--- src/rtl/isa_regs.vh ---
// Constants for the two-wire slave acknowledge and handshake block
`ifndef ISA_REGS_VH
`define ISA_REGS_VH
`define ISA_ADDR_HI 3'h5
`define ISA_ADDR_W 7
`define ISA_BITS_PER_BYTE 4'h8
`define ISA_FIFO_DEPTH 8
`define ISA_ST_IDLE 3'h0
`define ISA_ST_ADDR 3'h1
`define ISA_ST_ACK 3'h2
`define ISA_ST_RX 3'h3
`define ISA_ST_TX 3'h4
`define ISA_ST_TXACK 3'h5
`define ISA_ST_IGNORE 3'h6
`endif

--- src/rtl/isa_fifo.v ---
// Parameterised FIFO with valid and ready on both sides
`timescale 1ns/1ps
module isa_fifo #(
	parameter WIDTH = 8,
	parameter DEPTH = 8,
	parameter AW = 3
) (
	// Clocking
	input wire clk,
	input wire reset_n,
	input wire clk_en,
	// Fill side
	input wire in_valid,
	output wire in_ready,
	input wire [WIDTH-1:0] in_data,
	// Drain side
	output wire out_valid,
	input wire out_ready,
	output wire [WIDTH-1:0] out_data
);
	reg [WIDTH-1:0] mem [0:DEPTH-1];
	reg [AW-1:0] wr_q;
	reg [AW-1:0] rd_q;
	reg [AW:0] cnt_q;
	wire push;
	wire pop;
	assign in_ready = (cnt_q != DEPTH[AW:0]);
	assign out_valid = (cnt_q != {(AW+1){1'b0}});
	assign push = clk_en & in_valid & in_ready;
	assign pop = clk_en & out_valid & out_ready;
	assign out_data = mem[rd_q];
	always @(posedge clk) begin
		if (push)
			mem[wr_q] <= in_data;
	end
	always @(posedge clk or negedge reset_n) begin
		if (!reset_n) begin
			wr_q <= {AW{1'b0}};
			rd_q <= {AW{1'b0}};
			cnt_q <= {(AW+1){1'b0}};
		end else begin
			if (push)
				wr_q <= (wr_q == DEPTH[AW-1:0] - 1'b1) ? {AW{1'b0}} :
					wr_q + 1'b1;
			if (pop)
				rd_q <= (rd_q == DEPTH[AW-1:0] - 1'b1) ? {AW{1'b0}} :
					rd_q + 1'b1;
			if (push & ~pop)
				cnt_q <= cnt_q + 1'b1;
			else if (pop & ~push)
				cnt_q <= cnt_q - 1'b1;
		end
	end
endmodule // isa_fifo

--- src/rtl/isa_slave.v ---
// Two-wire serial slave port: acknowledge, refusal and read handshake
// What this block does
// RULE1: Master acknowledges each read byte it wants continued by holding data low.
// RULE2: Master clocks every acknowledge bit, whoever drives it.
// RULE3: Device refuses bytes when mode invalid, hash busy or write cycle running.
// RULE4: Master ends a read by leaving data high on the last acknowledge.
// RULE5: After master not-acknowledge, device releases data; master then sends STOP.
// RULE6: Device never drives the serial clock; it is input only.
// RULE7: Data line is open-drain: pull low or release.
// RULE8: Accepted bytes are acknowledged by pulling data low through clock high.
// RULE9: Transmit bits change after the falling clock edge, valid at rising edge.
// RULE10: Bytes travel most significant bit first, then one acknowledge bit.
// RULE11: After a refusal, bus activity is ignored until next START or STOP.
`timescale 1ns/1ps
`include "isa_regs.vh"
module isa_slave #(
	parameter DEPTH = `ISA_FIFO_DEPTH,
	parameter AW = 3
) (
	// Clocking
	input wire clk,
	input wire reset_n,
	input wire clk_en,
	// Bus pins; clock is input only
	input wire scl_i,
	input wire sda_i,
	output wire sda_o,
	output wire sda_oe,
	// Address select
	input wire [3:0] dev_addr,
	// Refusal causes
	input wire mode_invalid,
	input wire hash_busy,
	input wire nv_write_busy,
	// Received bytes to the core
	output wire rx_valid,
	input wire rx_ready,
	output wire [7:0] rx_data,
	// Bytes to transmit from the core
	input wire tx_valid,
	output wire tx_ready,
	input wire [7:0] tx_data,
	// Status
	output reg busy_q,
	output reg start_q,
	output reg stop_q,
	output reg master_nack_q
);
	reg scl_m_q, scl_s_q, scl_d_q;
	reg sda_m_q, sda_s_q, sda_d_q;
	reg [2:0] st_q;
	reg [3:0] bit_q;
	reg [7:0] sh_q;
	reg rw_q;
	reg drive_low_q;
	reg fifo_push_q;
	reg [7:0] fifo_data_q;
	reg tx_pop;
	wire scl_rise;
	wire scl_fall;
	wire start_ev;
	wire stop_ev;
	wire refuse;
	wire fifo_in_ready;
	wire [6:0] my_addr;

	// Released line reads high through the pull-up; only low is driven
	assign sda_o = 1'b0; // RULE7
	assign sda_oe = drive_low_q; // RULE7
	// No clock output exists, so the clock is never stretched
	assign scl_rise = scl_s_q & ~scl_d_q; // RULE6
	assign scl_fall = ~scl_s_q & scl_d_q;
	assign start_ev = scl_s_q & scl_d_q & ~sda_s_q & sda_d_q;
	assign stop_ev = scl_s_q & scl_d_q & sda_s_q & ~sda_d_q;
	// Full receive buffer also refuses, so no byte is ever dropped
	assign refuse = mode_invalid | hash_busy | nv_write_busy |
		~fifo_in_ready; // RULE3
	assign my_addr = {`ISA_ADDR_HI, dev_addr};
	assign tx_ready = tx_pop;

	always @* begin
		tx_pop = 1'b0;
		if (clk_en && st_q == `ISA_ST_TXACK && scl_rise && !sda_s_q)
			tx_pop = tx_valid;
	end

	isa_fifo #(
		.WIDTH(8),
		.DEPTH(DEPTH),
		.AW(AW)
	) u_rx_fifo (
		.clk(clk),
		.reset_n(reset_n),
		.clk_en(clk_en),
		.in_valid(fifo_push_q),
		.in_ready(fifo_in_ready),
		.in_data(fifo_data_q),
		.out_valid(rx_valid),
		.out_ready(rx_ready),
		.out_data(rx_data)
	);

	always @(posedge clk or negedge reset_n) begin
		if (!reset_n) begin
			scl_m_q <= 1'b1;
			scl_s_q <= 1'b1;
			scl_d_q <= 1'b1;
			sda_m_q <= 1'b1;
			sda_s_q <= 1'b1;
			sda_d_q <= 1'b1;
			st_q <= `ISA_ST_IDLE;
			bit_q <= 4'h0;
			sh_q <= 8'h00;
			rw_q <= 1'b0;
			drive_low_q <= 1'b0;
			fifo_push_q <= 1'b0;
			fifo_data_q <= 8'h00;
			busy_q <= 1'b0;
			start_q <= 1'b0;
			stop_q <= 1'b0;
			master_nack_q <= 1'b0;
		end else if (clk_en) begin
			scl_m_q <= scl_i;
			scl_s_q <= scl_m_q;
			scl_d_q <= scl_s_q;
			sda_m_q <= sda_i;
			sda_s_q <= sda_m_q;
			sda_d_q <= sda_s_q;
			fifo_push_q <= 1'b0;
			start_q <= start_ev;
			stop_q <= stop_ev;
			master_nack_q <= 1'b0;
			if (start_ev) begin
				// Any START, repeated or not, restarts address reception
				st_q <= `ISA_ST_ADDR; // RULE11
				bit_q <= 4'h0;
				drive_low_q <= 1'b0;
				busy_q <= 1'b1;
			end else if (stop_ev) begin
				st_q <= `ISA_ST_IDLE; // RULE11
				drive_low_q <= 1'b0;
				busy_q <= 1'b0;
			end else begin
				case (st_q)
				`ISA_ST_ADDR, `ISA_ST_RX: begin
					if (scl_rise) begin
						sh_q <= {sh_q[6:0], sda_s_q}; // RULE10
						bit_q <= bit_q + 4'h1;
					end else if (scl_fall &&
						bit_q == `ISA_BITS_PER_BYTE) begin
						bit_q <= 4'h0;
						if (st_q == `ISA_ST_ADDR &&
							sh_q[7:1] != my_addr) begin
							st_q <= `ISA_ST_IGNORE;
						end else if (refuse) begin
							// Line left released during acknowledge
							st_q <= `ISA_ST_IGNORE; // RULE3
						end else begin
							drive_low_q <= 1'b1; // RULE8
							st_q <= `ISA_ST_ACK;
							if (st_q == `ISA_ST_ADDR)
								rw_q <= sh_q[0];
							else begin
								fifo_push_q <= 1'b1;
								fifo_data_q <= sh_q;
							end
						end
					end
				end
				`ISA_ST_ACK: begin
					// Held low through the whole acknowledge high phase
					if (scl_fall) begin // RULE8
						bit_q <= 4'h0;
						if (rw_q) begin
							if (tx_valid) begin
								sh_q <= {tx_data[6:0], 1'b0};
								drive_low_q <= ~tx_data[7]; // RULE9
								st_q <= `ISA_ST_TX;
							end else begin
								drive_low_q <= 1'b0;
								st_q <= `ISA_ST_IGNORE; // RULE3
							end
						end else begin
							drive_low_q <= 1'b0;
							st_q <= `ISA_ST_RX;
						end
					end
				end
				`ISA_ST_TX: begin
					if (scl_rise)
						bit_q <= bit_q + 4'h1;
					else if (scl_fall) begin
						if (bit_q == `ISA_BITS_PER_BYTE) begin
							// Release for the master's acknowledge bit
							drive_low_q <= 1'b0; // RULE2
							st_q <= `ISA_ST_TXACK;
						end else begin
							drive_low_q <= ~sh_q[7]; // RULE9
							sh_q <= {sh_q[6:0], 1'b0}; // RULE10
						end
					end
				end
				`ISA_ST_TXACK: begin
					if (scl_rise) begin
						if (sda_s_q) begin
							// Master ended the read; stay off the line
							master_nack_q <= 1'b1; // RULE4
							st_q <= `ISA_ST_IGNORE; // RULE5
						end else if (!tx_valid) begin
							st_q <= `ISA_ST_IGNORE; // RULE1
						end else begin
							sh_q <= tx_data;
							bit_q <= 4'h0;
							st_q <= `ISA_ST_ACK; // RULE1
						end
					end
				end
				`ISA_ST_IGNORE: begin
					drive_low_q <= 1'b0; // RULE11
				end
				`ISA_ST_IDLE: begin
					drive_low_q <= 1'b0;
				end
				default: begin
					st_q <= `ISA_ST_IDLE;
					drive_low_q <= 1'b0;
				end
				endcase
			end
		end
	end
endmodule // isa_slave

--- config.mk ---
export PLATFORM = sky130hd
export DESIGN_NAME = isa_slave
export DESIGN_NICKNAME = d
export VERILOG_FILES = /design/src/rtl/isa_fifo.v /design/src/rtl/isa_slave.v
export VERILOG_INCLUDE_DIRS = /design/src /design/src/rtl
export SDC_FILE = /design/constraint.sdc
export NUM_CORES = 1
export LEC_CHECK = 0
export BUFFER_PORTS_ARGS = -buffer_cell sky130_fd_sc_hd__clkbuf_2
export CORE_MARGIN = 3
export CORE_UTILIZATION = 60
export CTS_CLUSTER_SIZE = 28
export DETAILED_ROUTE_END_ITERATION = 8
export PLACE_DENSITY = 0.79
export REMOVE_ABC_BUFFERS = 1
export SYNTH_ARGS = -nofsm -noshare
export SYNTH_HDL_FRONTEND = slang
export SYNTH_SLANG_ARGS = --single-unit
export TNS_END_PERCENT = 50
--- constraint.sdc ---
create_clock -name clk -period 4.75 [get_ports clk]
set_input_delay 0.2375 -clock clk [delete_from_list [all_inputs] [get_ports clk]]
set_output_delay 0.2375 -clock clk [all_outputs]
set_load 0.005 [all_outputs]
Word level (Yosys, flattened, before mapping)
Memories as Yosys holds them, arrays and structs flattened.
Cells that the tools add are included.

storage, ports and cells
  bits in registers = 46
  latch bits = 0
  bits in writable memories = 64
  ROM bits = 0
  output and inout bits = 16
  memories = 1

operators by class
  add/subtract/negate cells = 5
  $mul = 0
  divide/modulo/power cells = 0
  magnitude comparators = 0
  eq/ne operators = 39
  shift-type cells = 0
  mux-type cells = 72
  bitwise logic cells = 31
  reduce and logical (&&, ||, !) cells = 21

memories
  memory         words  bits a word  rd ports  clocked after memory_dff  wr ports  RTL line       source
  u_rx_fifo.mem  8      8            1         0                         1         isa_fifo.v:21  reg [WIDTH-1:0] mem [0:DEPTH-1];

operator list
  kind                                                 count
  two-way mux 8 bit                                    10
  two-way mux 3 bit                                    16
  AND reduction 9 bit                                  5
  two-way mux 4 bit                                    11
  inequality test 4 bit, second input constant         11
  one-hot mux 8 bit (4 select lines)                   1
  two-way mux 1 bit                                    30
  inequality test 2 bit, second input constant         11
  inequality test 3 bit, second input constant         6
  one-hot mux 4 bit (4 select lines)                   1
  equality test 3 bit, second input constant           5
  NOT 1 bit                                            15
  one-hot mux 3 bit (5 select lines)                   1
  AND reduction 14 bit                                 1
  bitwise AND 1 bit                                    13
  adder 4 x 1 -> 4 bit, second input constant          2
  nonzero test 4 bit                                   2
  inequality test 7 bit                                1
  adder 3 x 1 -> 3 bit, second input constant          2
  equality test 3 x 2 -> 1 bit, second input constant  2
  logical AND 1 bit                                    5
  nonzero test 5 bit                                   1
  equality test 4 bit, second input constant           1
  one-hot mux 1 bit (4 select lines)                   1
  other kinds (10)                                     14

Logic depth before layout (Yosys ltp)
Gate-level depths: netlist of run 1.

  depth in word-level cells = 10
  depth in mapped cells = 13
  mapped depth without buffers = 12

Modules after synthesis
Synthesis of run 1 repeated with hierarchy kept, for this count alone.

second synthesis, totals
  cells, all modules = 389
  area total of the unflattened synthesis = 5,390.2 um^2

by module, submodules not included
  module     times used  cells each  area an instance (um^2)
  isa_fifo   1           159         3,133.0
  isa_slave  1           230         2,257.2

Worst setup path after synthesis of run 1
Ideal clock, no wire load.

  path kind = register to register
  from = reg u_rx_fifo.cnt_q[0]
  to = reg u_rx_fifo.cnt_q[3]
  library setup time = 127 ps
  arrival = 2,552 ps
  path slack = 2,071 ps
  cell stages (with the launch flop) = 14
  period minus slack after synthesis = 2,679 ps
  cell sequence = dfrtp_1 -> nor3_2 -> or2b_1 -> and3_1 -> clkbuf_1 -> inv_1 -> ha_1 -> inv_1 -> ha_1 -> a21o_2 -> a21oi_1 -> xnor2_1 -> nor2_1 -> xor2_1

between the ends
  cells in the longest elaborated chain, start to end = 6

RTL lines
  what                                                            RTL line        source
  start, declared                                                 isa_fifo.v:24   reg [AW:0] cnt_q;
  start signal, assigned                                          isa_fifo.v:40   cnt_q <= {(AW+1){1'b0}};
  start signal, assigned                                          isa_fifo.v:49   cnt_q <= cnt_q + 1'b1;
  start signal, assigned                                          isa_fifo.v:51   cnt_q <= cnt_q - 1'b1;
  nonzero test 4 bit *                                            isa_fifo.v:28   assign out_valid = (cnt_q != {(AW+1){1'b0}});
  named net rx_valid                                              isa_slave.v:36  output wire rx_valid,
  bitwise AND 1 bit * (2 in a row)                                isa_fifo.v:30   assign pop = clk_en & out_valid & out_ready;
  NOT 1 bit                                                       isa_fifo.v:48   if (push & ~pop)
  bitwise AND 1 bit                                               isa_fifo.v:48
  two-way mux 4 bit / nonzero test 2 bit (equally long branches)  -

The timed path passes the listed nets; every way through them passes the cells marked *. The select of a mux whose other input is x is not followed.
A chain may end at the register's enable or synchronous reset.

Final worst setup path of run 1
  from = reg st_q[2]
  to = reg st_q[0]

between the ends
  cells in the longest elaborated chain, start to end = 8

RTL lines
  what                                RTL line         source
  start, declared                     isa_slave.v:51   reg [2:0] st_q;
  start signal, assigned              isa_slave.v:111  st_q <= `ISA_ST_IDLE;
  start signal, assigned              isa_slave.v:135  st_q <= `ISA_ST_ADDR;
  start signal, assigned              isa_slave.v:140  st_q <= `ISA_ST_IDLE;
  equality test 3 x 1 -> 1 bit        isa_slave.v:144  case (st_q)
  logical AND 1 bit                   isa_slave.v:152  if (st_q == `ISA_ST_ADDR &&
  two-way mux 3 bit                   isa_slave.v:152
  two-way mux 3 bit                   isa_slave.v:149  end else if (scl_fall &&
  two-way mux 3 bit                   isa_slave.v:146  if (scl_rise) begin
  one-hot mux 3 bit (5 select lines)  isa_slave.v:144
  two-way mux 3 bit                   isa_slave.v:139  end else if (stop_ev) begin
  two-way mux 3 bit                   isa_slave.v:133  if (start_ev) begin

Several ways; a longest one is shown, not always the timed one. The select of a mux whose other input is x is not followed.

==> results of run 1 <==
## where the power goes
group          switching (µW)  internal, µW
clock                     336           255
combinational             456           539
sequential                293          1140
## final timing paths
check	endpoint	slack, ns	cells after the start
max	st_q[0]	1.77	4
min	sda_m_q	0.1	2
max reg2reg	st_q[0]	1.77	4
min reg2reg	start_q	0.54	2
max in group asynchronous	u_rx_fifo.cnt_q[1]	3.86	3
min in group asynchronous	bit_q[3]	0.49	3
## cells in the final DEF, fill, tap and decap left out, drive strengths merged, types with 7 or more instances in the layout
master	n
inv	16
mux4	16
o21ai	24
nor3	13
nand2b	11
mux2	33
edfxtp	64
ha	9
nor2	22
o22ai	7
dfrtp	40
o311a	9
nand2	29
a21oi	13
clkbuf	45
o211ai	7
nand3	13
## area by class of cell
type / count / area [µm²] / share of cell area, %
Clock buffer: 9 / 123.9 / 2.126
Clock inverter: 7 / 86.33 / 1.482
Inverter: 14 / 52.55 / 0.9021
Multi-Input combinational cell: 264 / 2131 / 36.58
Sequential cell: 110 / 3080 / 52.88
Tap cell: 105 / 131.4 / 2.255
Timing Repair Buffer: 41 / 220.2 / 3.780
## per-stage QoR
stage,std cells,power [µW],utilization (%),hold slack [ns],area (µm²)
global placement,533,2388,66.22,0.3609,5605
floorplan,388,2113,-,-0.05809,5264
CTS,550,3021,68.82,0.09509,5826
detailed placement,533,2442,66.22,0.3672,5605
global route,550,3196,68.82,0.1061,5826
finish,550,3017,68.82,0.09836,5826
## cells by family after synthesis
| logic type | count (synthesis) |
|---|---|
| xor+xnor | 10 |
| compound gates | 75 |
| simple gates | 116 |
| flops | 110 |
| buf+inv | 40 |
| mux | 52 |
| other cells | 1 |
| fa+ha+maj | 10 |
## worst reg2reg max path, delay by kind of cell, from the launching register on
kind                   cells  cell delay, ns
DFF                        1            1.06
buffers and inverters      1            0.78
AOI/OAI and AO/OA          2            0.84
muxes                      1            0.23
## registers in the layout, summed over array words and instances, names as in the netlist, 3 cells and up
register / count
bit_q: 4
fifo_data_q: 8
sh_q: 8
st_q: 3
u_rx_fifo.cnt_q: 4
u_rx_fifo.mem: 64
u_rx_fifo.rd_q: 3
u_rx_fifo.wr_q: 3
## routing by layer
metal  vias up  track usage, %  routed length, µm
met2       125           36.76               5412
met1      1737           28.72               4469
met4         0           6.528                139
met3        23           3.945                576
met5         -               0                  0
li1       1610               -                  -
==> results.md, run 1 <==
* Clock sinks at 110
* R2R Path Start: st_q[2]
* Adder-cell share of the synthesized area at 2.467%
* Core Area at 8464 µm²
* Cts bufs inserted at 9
* Top Ports at 38
* Final worst setup slack at 1.768 ns
* Top post-synthesis cells by area: edfxtp_1 (36%), dfrtp_1 (19%), mux4_2 (6.7%)
* Via count at 3495
* Crit-path max FO at 35
* Mux cell area share after synthesis at 14.73%
* Hold buffer count at cts at 1
* Post-route DRC at 0
* Worst hold path class: in -> reg
* TritonCTS clock tree: built
* Cts repair resizes at 0
* Min-Delay Startpoint: sda_i
* Number of port buffers at 36
* Netlist cell types at 57
* CP Launch Type: flop
* Synth Instances at 414
* # rows at 33
* Fill count at 588
* DRT iter0 DRCs at 273
* CP endpoint kind: flop
* Setup CP Type: reg -> reg
* F_max at 335.4 MHz
* Critical Path, Cell by Cell: clkinv_1 -> o311a_1 -> a21oi_1 -> mux2i_1
* FF+latch count, synth at 110
* Clk slew on worst S/H paths at 0.11 ns
* Share of layout cells above drive strength 1 at 26.97%
* Worst-skew pair later-pin latency at 0.37 ns
* CTS Root Cell: clkbuf_8
* Setup Viol. Count Final at 0
* Crit path arrival time at 3.27 ns
* Vias in the first global route at 3471
* Global route overflow at 0
* Syn Std Cell Area at 5376 µm²
* GRT Util Overall at 21.71%
* Synth Area in XOR/XNOR at 1.629%
* Post-synth ARST share at 41.82%
* Post-synth EDFFs at 64
* Deepest level of the CTS H-tree at 3
* Final Cycle Share at 62.77%
* Critical Path Start: st_q[2]
* Final hold viol count at 0
* Final net count at 472
* Via density at 6.355
* Lkg Pwr at 0.002278 µW
* Pre-CTS setup slack at 1.904 ns
* Setup TNS at 0 ns
* Synth warn at 0
* DRT Pass-1 Iters at 5
* Largest net degree at the start of global routing at 47
* Max-cap check violation count at 0
* Post-CTS Setup Repair Bufs at 0
* Top_reg_cell synth: edfxtp_1
* Worst path bufs/invs at 1
* Crit-path max cell delay at 1.06 ns
* Post-Route Skew at 0.01299 ns
* Placed wire-length estimate at 7080 µm
* CTS Buffer Depth at 2
* Most frequent cell after synthesis: edfxtp_1
* Min Tclk post-route at 2.982 ns
* Worst EP required at 5.04 ns
* Main combinational cell family by area after synthesis: multiplexers
* Commonest cells post-synth: edfxtp_1 (64), dfrtp_1 (40), nand2_1 (29)
* Die ar. at 10130 µm²
* Slowest cell on crit path: dfrtp_1
* Seq/Total Area, Yosys at 57.30%
* Die height at 100.7 µm
* Post-synthesis simple-gate area fraction at 11.15%
* Drt total wl at 10600 µm
* Initial Util at 63.52%
* Die width at 100.7 µm
* GP Congestion at 0.9159
* First-pass GRT wire length at 17160 µm
* Syn_area_per_cell at 12.99 µm²
* Status: finished clean
* Top cell type's share of synthesized area at 35.75%
* Worst vdd ir at 271.3 µV
* Worst path top cell family by delay: flip-flops
* Synth area leader: edfxtp_1
* Pins Over Slew Limit at 0
* RSZ-0062 raised after global routing: no
* Worst rel slew slack at 26.85%
* Synthesis-to-layout area growth at 8.355%
* Initial antenna violation count at 0
* Antenna Cells at 0
* Worst-margin pin slew at 1.097 ns
* Post-synthesis compound-gate area fraction at 9.588%
* DRT antenna net count at 0
* WL/cell at 19.27 µm
* PD cells at 517.9 nW/µm²
(Power assumes the default switching activity.)
==> inputs of run 2 (changes only) <==
--- a/config.mk
+++ b/config.mk
@@ -6,6 +6,7 @@
 export SDC_FILE = /design/constraint.sdc
 export NUM_CORES = 1
 export LEC_CHECK = 0
+export ABC_AREA = 1
 export BUFFER_PORTS_ARGS = -buffer_cell sky130_fd_sc_hd__clkbuf_2
 export CORE_MARGIN = 3
 export CORE_UTILIZATION = 60
==> constraint.sdc (replaced) <==
create_clock -name clk -period 3 [get_ports clk]
set_input_delay 0.15 -clock clk [delete_from_list [all_inputs] [get_ports clk]]
set_output_delay 0.15 -clock clk [all_outputs]
set_load 0.005 [all_outputs]
==> results.md, run 2 <==
* Status: finished clean (unchanged)
* Worst r2r path cells at 13 (was 4)
* DRT iter0 DRCs at 163 (was 273)
* Reg-to-Reg End: u_rx_fifo.cnt_q[3] (was st_q[0])
* Max FFs per register at 64 (unchanged)
* Via density at 5.518 (was 6.355)
* Net Sw Power at 1675 µW (was 1085 µW)
* Most frequent cell after synthesis: nand2_1 (was edfxtp_1)
* Setup TNS at 0 ns (unchanged)
* Post-synth EDFFs at 64 (unchanged)
* Top post-synthesis cells by area: edfxtp_1 (36%), dfrtp_1 (19%), nand2_1 (11%) (was edfxtp_1 (36%), dfrtp_1 (19%), mux4_2 (6.7%))
* Placed wire-length estimate at 7629 µm (was 7080 µm)
* Share of layout cells above drive strength 1 at 18.57% (was 26.97%)
* Top cell type's share of synthesized area at 36.05% (was 35.75%)
* R2R Path Start: u_rx_fifo.cnt_q[0] (was st_q[2])
* Switching share of power at 38.96% (was 35.96%)
* Synth warn at 0 (unchanged)
* Reg2Reg Setup Slack at 0.60 ns (was 1.77 ns)
* Setup Viol. Count Final at 0 (unchanged)
* Critical Path, Cell by Cell: nor2_1 -> inv_1 -> nor3_1 -> nor2_1 -> inv_1 -> ha_1 -> inv_1 -> ha_1 -> a21o_1 -> a21oi_1 -> xor2_1 -> nand2_1 -> nand2_1 (was clkinv_1 -> o311a_1 -> a21oi_1 -> mux2i_1)
* Final net count at 630 (was 472)
* Commonest cells post-synth: nand2_1 (152), nor2_1 (75), edfxtp_1 (64) (was edfxtp_1 (64), dfrtp_1 (40), nand2_1 (29))
* RSZ-0062 raised after global routing: no (unchanged)
* Crit-path max cell delay at 0.46 ns (was 1.06 ns)
* Synth area leader: edfxtp_1 (unchanged)
* Sequential Power Share at 45.4% (was 47.4%)
* Clk slew on worst S/H paths at 0.11 ns (about the same)
* Slowest cell on crit path: dfrtp_1 (unchanged)
* Core Area at 8423 µm² (was 8464 µm²)
* Int Power at 2623 µW (was 1932 µW)
* Final hold viol count at 0 (unchanged)
* Clock Power Share at 20.7% (was 19.6%)
* Deepest level of the CTS H-tree at 3 (unchanged)
* Critical Path Start: u_rx_fifo.cnt_q[0] (was st_q[2])
* Antenna Cells at 0 (unchanged)
* Vias in the first global route at 3754 (was 3471)
* Most flops, register: u_rx_fifo.mem (unchanged)
* Clock sinks at 110 (unchanged)
* Post-CTS Setup Repair Bufs at 0 (unchanged)
* CP endpoint kind: flop (unchanged)
* Post-Route Skew at 0.01522 ns (was 0.01299 ns)
* Min Tclk post-route at 2.399 ns (was 2.982 ns)
* Initial antenna violation count at 0 (unchanged)
* Cts repair resizes at 0 (unchanged)
* Netlist cell types at 40 (was 57)
* Lkg Pwr at 0.002737 µW (was 0.002278 µW)
* Crit path to: u_rx_fifo.cnt_q[3] (was st_q[0])
* Drt total wl at 10570 µm (was 10600 µm)
* Worst EP required at 3.32 ns (was 5.04 ns)
* Synthesis-to-layout area growth at 8.942% (was 8.355%)
* Number of port buffers at 36 (unchanged)
* Worst hold path class: in -> reg (unchanged)
* Initial Util at 63.29% (was 63.52%)
* FF+latch count, synth at 110 (unchanged)
* GRT Util Overall at 22.44% (was 21.71%)
* Worst vdd ir at 405.3 µV (was 271.3 µV)
* First-pass GRT wire length at 17930 µm (was 17160 µm)
* Syn Std Cell Area at 5331 µm² (was 5376 µm²)
* Die height at 100.3 µm (was 100.7 µm)
* TritonCTS clock tree: built (unchanged)
* Setup CP Type: reg -> reg (unchanged)
* WL/cell at 14.93 µm (was 19.27 µm)
* Crit path arrival time at 2.72 ns (was 3.27 ns)
* Worst-skew pair later-pin latency at 0.38 ns (was 0.37 ns)
* Largest net degree at the start of global routing at 35 (was 47)
* Die width at 100.3 µm (was 100.7 µm)
* Most frequent CP cell: inv_1
* Top_reg_cell synth: edfxtp_1 (unchanged)
* CP Launch Type: flop (unchanged)
* Pins Over Slew Limit at 0 (unchanged)
* Top Ports at 38 (unchanged)
* Combinational share of power at 33.9% (was 33.0%)
* Post-synth ARST share at 41.82% (unchanged)
* Total power at 4298 µW (was 3017 µW)
* DRT antenna net count at 0 (unchanged)
* Final Cycle Share at 79.98% (was 62.77%)
* Worst rel slew slack at 32.85% (was 26.85%)
* CTS Buffer Depth at 2 (unchanged)
* Die ar. at 10050 µm² (was 10130 µm²)
* Worst-margin pin slew at 1.007 ns (was 1.097 ns)
* F_max at 416.8 MHz (was 335.4 MHz)
* Top flop regs: u_rx_fifo.mem: 64 flops, fifo_data_q: 8 flops, sh_q: 8 flops (unchanged)
* DRT Pass-1 Iters at 5 (unchanged)
* Crit-path max FO at 6 (was 35)
* Seq/Total Area, Yosys at 57.78% (was 57.30%)
* Cts bufs inserted at 9 (unchanged)
* Commonest non-fill, non-tap cell in the layout: nand2_1 (was edfxtp_1)
* Commonest cells after routing, fill and taps aside: nand2_1 (152), nor2_1 (75), edfxtp_1 (64) (was edfxtp_1 (64), dfrtp_1 (40), clkbuf_2 (36))
* GP Congestion at 0.9277 (was 0.9159)
* Via count at 3907 (was 3495)
* Max-cap check violation count at 0 (unchanged)
* Global route overflow at 0 (unchanged)
* Synth Instances at 562 (was 414)
* Post-route DRC at 0 (unchanged)
* Hold buffer count at cts at 3 (was 1)
* CTS Root Cell: clkbuf_8 (unchanged)
* Syn_area_per_cell at 9.486 µm² (was 12.99 µm²)
* # rows at 33 (unchanged)
* PD cells at 740.0 nW/µm² (was 517.9 nW/µm²)
## run 2: power by group through the flow
stage / clock network (µW) / logic (µW) / registers [µW]
2_1_floorplan: 0 / 1040 / 1920
3_3_place_gp: 0 / 1390 / 1960
5_1_grt: 971 / 1660 / 1980
3_5_place_dp: 0 / 1450 / 1980
4_1_cts: 901 / 1470 / 1950
6_report: 891 / 1460 / 1950
## run 2: area by class of cell
class,instances,area (µm²)
inverters,53,198.9
fillers,653,2615
well taps,105,131.4
multi-input cells,381,1962
flip-flops and latches,110,3080
clock inverters,7,71.32
repair buffers,43,240.2
clock buffers,9,123.9
## run 2: logic make-up after synthesis
logic type                 share of synthesized area, %
AOI/OAI and AO/OA                                 9.810
and+or+nand+nor                                   23.28
xor gates and xnor gates                          1.150
buffers and inverters                             5.421
adders and majority gates                         2.488
DFF                                               57.78
other                                           0.07034
## run 2: layer usage
metal / part of all wire (%) / up-vias / global-route usage, %
met5: 0 / - / 0
met4: 1.5 / 0 / 6.425
met3: 3.9 / 13 / 3.614
met2: 51 / 95 / 38.12
met1: 43 / 1860 / 30.08
li1: - / 1939 / -
## run 2: worst min-delay path by stage
stage / from / to / slack, ns / depth (start not counted)
5_1_grt: tx_data[0] / sh_q[0] / 0.09 / 3
2_1_floorplan: reset_n / bit_q[0] / -0.15 / 0
4_1_cts: tx_data[0] / sh_q[0] / 0.1 / 3
6_report: tx_data[0] / sh_q[0] / 0.09 / 3
3_5_place_dp: reset_n / st_q[0] / 0.14 / 1
3_3_place_gp: reset_n / st_q[0] / 0.14 / 1
## run 2: worst max-delay path: cells and delay by family, from the launching register on
kind                       cells  cell delay, ns
and+or+nand+nor                5            0.65
buffers and inverters          3            0.27
DFF                            1            0.46
adders and majority gates      2            0.48
xor gates and xnor gates       1            0.16
AOI/OAI and AO/OA              2            0.33
## run 2: per-stage QoR
stage,utilization (%),std cells,worst slack (ns),hold slack (ns),instance area [µm²]
final,68.95,708,0.6005,0.09380,5808
after global routing,68.95,708,0.3894,0.08782,5808
after CTS,68.95,708,0.6228,0.09545,5808
after detailed placement,66.28,689,0.6570,0.1386,5583
after global placement,66.28,689,0.7978,0.1356,5583
after floorplan,-,544,0.8996,-0.1456,5241
==> inputs of run 3 (changes only) <==
--- a/config.mk
+++ b/config.mk
@@ -6,7 +6,7 @@
 export SDC_FILE = /design/constraint.sdc
 export NUM_CORES = 1
 export LEC_CHECK = 0
-export ABC_AREA = 1
+export ABC_AREA = 0
 export BUFFER_PORTS_ARGS = -buffer_cell sky130_fd_sc_hd__clkbuf_2
 export CORE_MARGIN = 3
 export CORE_UTILIZATION = 60
==> constraint.sdc (replaced) <==
create_clock -name clk -period 2.3 [get_ports clk]
set_input_delay 0.115 -clock clk [delete_from_list [all_inputs] [get_ports clk]]
set_output_delay 0.115 -clock clk [all_outputs]
set_load 0.005 [all_outputs]
==> results.md, run 3 (synthesis gave the netlist of run 1 again) <==
* DRT iter0 DRCs at 160 (was 163)
* Max-cap check violation count at 0 (unchanged)
* Status: finished with violations (was finished clean)
* Final worst setup slack at -0.03831 ns (was 0.6005 ns)
* Worst EP required at 2.56 ns (was 3.32 ns)
* Initial Util at 63.52% (was 63.29%)
* Most frequent CP cell: ha_4 (was inv_1)
* Share of layout cells above drive strength 1 at 34.45% (was 18.57%)
* Synthesis-to-layout area growth at 14.20% (was 8.942%)
* Post-Layout Cell Count at 581 (was 708)
* Initial antenna violation count at 0 (unchanged)
* Dpl cells at 558 (was 689)
* Largest net degree at the start of global routing at 47 (was 35)
* Clock sinks at 110 (unchanged)
* GRT Util Overall at 22.94% (was 22.44%)
* Drt total wl at 10880 µm (was 10570 µm)
* DRT Pass-1 Iters at 4 (was 5)
* Pre-CTS setup slack at -0.1590 ns (was 0.6570 ns)
* Vias in the first global route at 3471 (was 3754)
* Placed instance area at 5793 µm² (was 5583 µm²)
* Commonest cells after routing, fill and taps aside: edfxtp_1 (64), dfrtp_1 (40), clkbuf_2 (36) (was nand2_1 (152), nor2_1 (75), edfxtp_1 (64))
* Top flop regs: u_rx_fifo.mem: 64 flops, fifo_data_q: 8 flops, sh_q: 8 flops (unchanged)
* Worst r2r path cells at 12 (was 13)
* Final net count at 503 (was 630)
* Fill count at 562 (was 653)
* Die ar. at 10130 µm² (was 10050 µm²)
* CTS Root Cell: clkbuf_8 (unchanged)
* Via density at 6.100 (was 5.518)
* Post-route DRC at 0 (unchanged)
* Crit-path max FO at 2 (was 6)
* Min Tclk post-route at 2.338 ns (was 2.399 ns)
* CTS Buffer Depth at 2 (unchanged)
* Worst hold path class: in -> reg (unchanged)
* Crit-path max cell delay at 0.40 ns (was 0.46 ns)
* Cts bufs inserted at 9 (unchanged)
* PD cells at 1061 nW/µm² (was 740.0 nW/µm²)
* Clk slew on worst S/H paths at 0.10 ns (was 0.11 ns)
* Worst vdd ir at 631.8 µV (was 405.3 µV)
* Post-route cell area at 6140 µm² (was 5808 µm²)
* Total power at 6517 µW (was 4298 µW)
* Global route overflow at 0 (unchanged)
* Final hold viol count at 0 (unchanged)
* First-pass GRT wire length at 17810 µm (was 17930 µm)
* Crit path arrival time at 2.60 ns (was 2.72 ns)
* Post-Route Skew at 0.01882 ns (was 0.01522 ns)
* Commonest non-fill, non-tap cell in the layout: edfxtp_1 (was nand2_1)
* Antenna Cells at 0 (unchanged)
* CP Launch Type: flop (unchanged)
* Lkg Pwr at 0.002439 µW (was 0.002737 µW)
* CP endpoint kind: flop (unchanged)
* Worst Hold Depth at 4 (was 3)
* Most flops, register: u_rx_fifo.mem (unchanged)
* Number of port buffers at 36 (unchanged)
* Placed wire-length estimate at 7459 µm (was 7629 µm)
* Deepest level of the CTS H-tree at 3 (unchanged)
* # rows at 33 (unchanged)
* GP Congestion at 0.9263 (was 0.9277)
* Worst rel slew slack at 45.98% (was 32.85%)
* Worst-margin pin slew at 0.8073 ns (was 1.007 ns)
* Setup CP Type: reg -> reg (unchanged)
* Via count at 3544 (was 3907)
* Violations in the final reports: negative setup slack
* TritonCTS clock tree: built (unchanged)
* Die width at 100.7 µm (was 100.3 µm)
* Setup Viol. Count Final at 1 (was 0)
* Die height at 100.7 µm (was 100.3 µm)
* Pins Over Slew Limit at 0 (unchanged)
* WL/cell at 18.73 µm (was 14.93 µm)
* DRT antenna net count at 0 (unchanged)
* Finished Core Util at 72.54% (was 68.95%)
* RSZ-0062 raised after global routing: yes (was no)
* F_max at 427.7 MHz (was 416.8 MHz)
* Core Area at 8464 µm² (was 8423 µm²)
* Slowest cell on crit path: dfrtp_1 (unchanged)
* Critical Path, Cell by Cell: nor3_2 -> or2b_1 -> and3_4 -> inv_2 -> ha_4 -> inv_4 -> ha_4 -> a21o_4 -> a21oi_4 -> xnor2_2 -> nor2_1 -> xor2_1 (was nor2_1 -> inv_1 -> nor3_1 -> nor2_1 -> inv_1 -> ha_1 -> inv_1 -> ha_1 -> a21o_1 -> a21oi_1 -> xor2_1 -> nand2_1 -> nand2_1)
* Final Cycle Share at 101.7% (was 79.98%)
* Top Ports at 38 (unchanged)
* Worst-skew pair later-pin latency at 0.39 ns (was 0.38 ns)
* Max FFs per register at 64 (unchanged)
==> run 3: worst max-delay path, delay by kind of cell (launching register included) <==
family / cells / cell delay (ns)
AND/OR/NAND/NOR: 4 / 0.70
flip-flops: 1 / 0.40
adder cells (fa/ha/maj): 2 / 0.39
AO/OA/AOI/OAI: 2 / 0.39
XOR/XNOR: 2 / 0.25
buffers and inverters: 2 / 0.10
==> run 3: final cells by class <==
cell class | instances | area, µm² | share of cell area (%)
tap | 105 | 131.4 | 2.140
sequential | 110 | 3080 | 50.17
timing repair buffer | 72 | 457.9 | 7.459
clock buffer | 9 | 123.9 | 2.018
inverter | 14 | 55.05 | 0.8967
multi-input combinational | 264 | 2218 | 36.13
clock inverter | 7 | 72.57 | 1.182
==> run 3: path summary, 6_finish.rpt <==
kind	start	to	slack (ns)
worst max-delay path	u_rx_fifo.cnt_q[0]	u_rx_fifo.cnt_q[3]	-0.04
worst min-delay path	tx_data[7]	sda_oe	0.18
worst max register to register	u_rx_fifo.cnt_q[0]	u_rx_fifo.cnt_q[3]	-0.04
worst min register to register	start_q	start_q	0.52
max in group asynchronous	reset_n	u_rx_fifo.cnt_q[0]	1.57
min in group asynchronous	reset_n	bit_q[1]	0.34
==> run 3: where the power goes <==
group	total (µW)	switching [µW]	leakage (µW)	internal, µW
combinational	2630	1250	0.00113	1380
sequential	2730	374	0.00121	2360
clock	1150	724	0.000102	430
==> run 3: metal layers <==
layer | share of wire [%] | global-route usage, % | routed length, µm | up-vias
li1 | - | - | - | 1676
met1 | 43 | 30.54 | 4663 | 1775
met2 | 52 | 39.09 | 5657 | 77
met3 | 3.7 | 3.599 | 407 | 16
met4 | 1.4 | 6.839 | 155 | 0
met5 | 0 | 0 | 0 | -
==> run 3: stage by stage <==
stage          hold WS [ns]   TNS, ns
2_1_floorplan       -0.1806   -0.3564
3_3_place_gp         0.2328  -0.04420
3_5_place_dp         0.2345   -0.1590
4_1_cts              0.1706         0
5_1_grt              0.2016   -0.4035
6_report             0.1791  -0.03831
==> run 3: repair_timing <==
action | in CTS | in global routing
endpoints found under the setup margin | 1 | 42
hold buffers | 3 | 0
pin swaps | 7 | 9
hold endpoints to repair | 42 | 0
gates resized for setup | 6 | 14
buffers inserted | 3 | 1
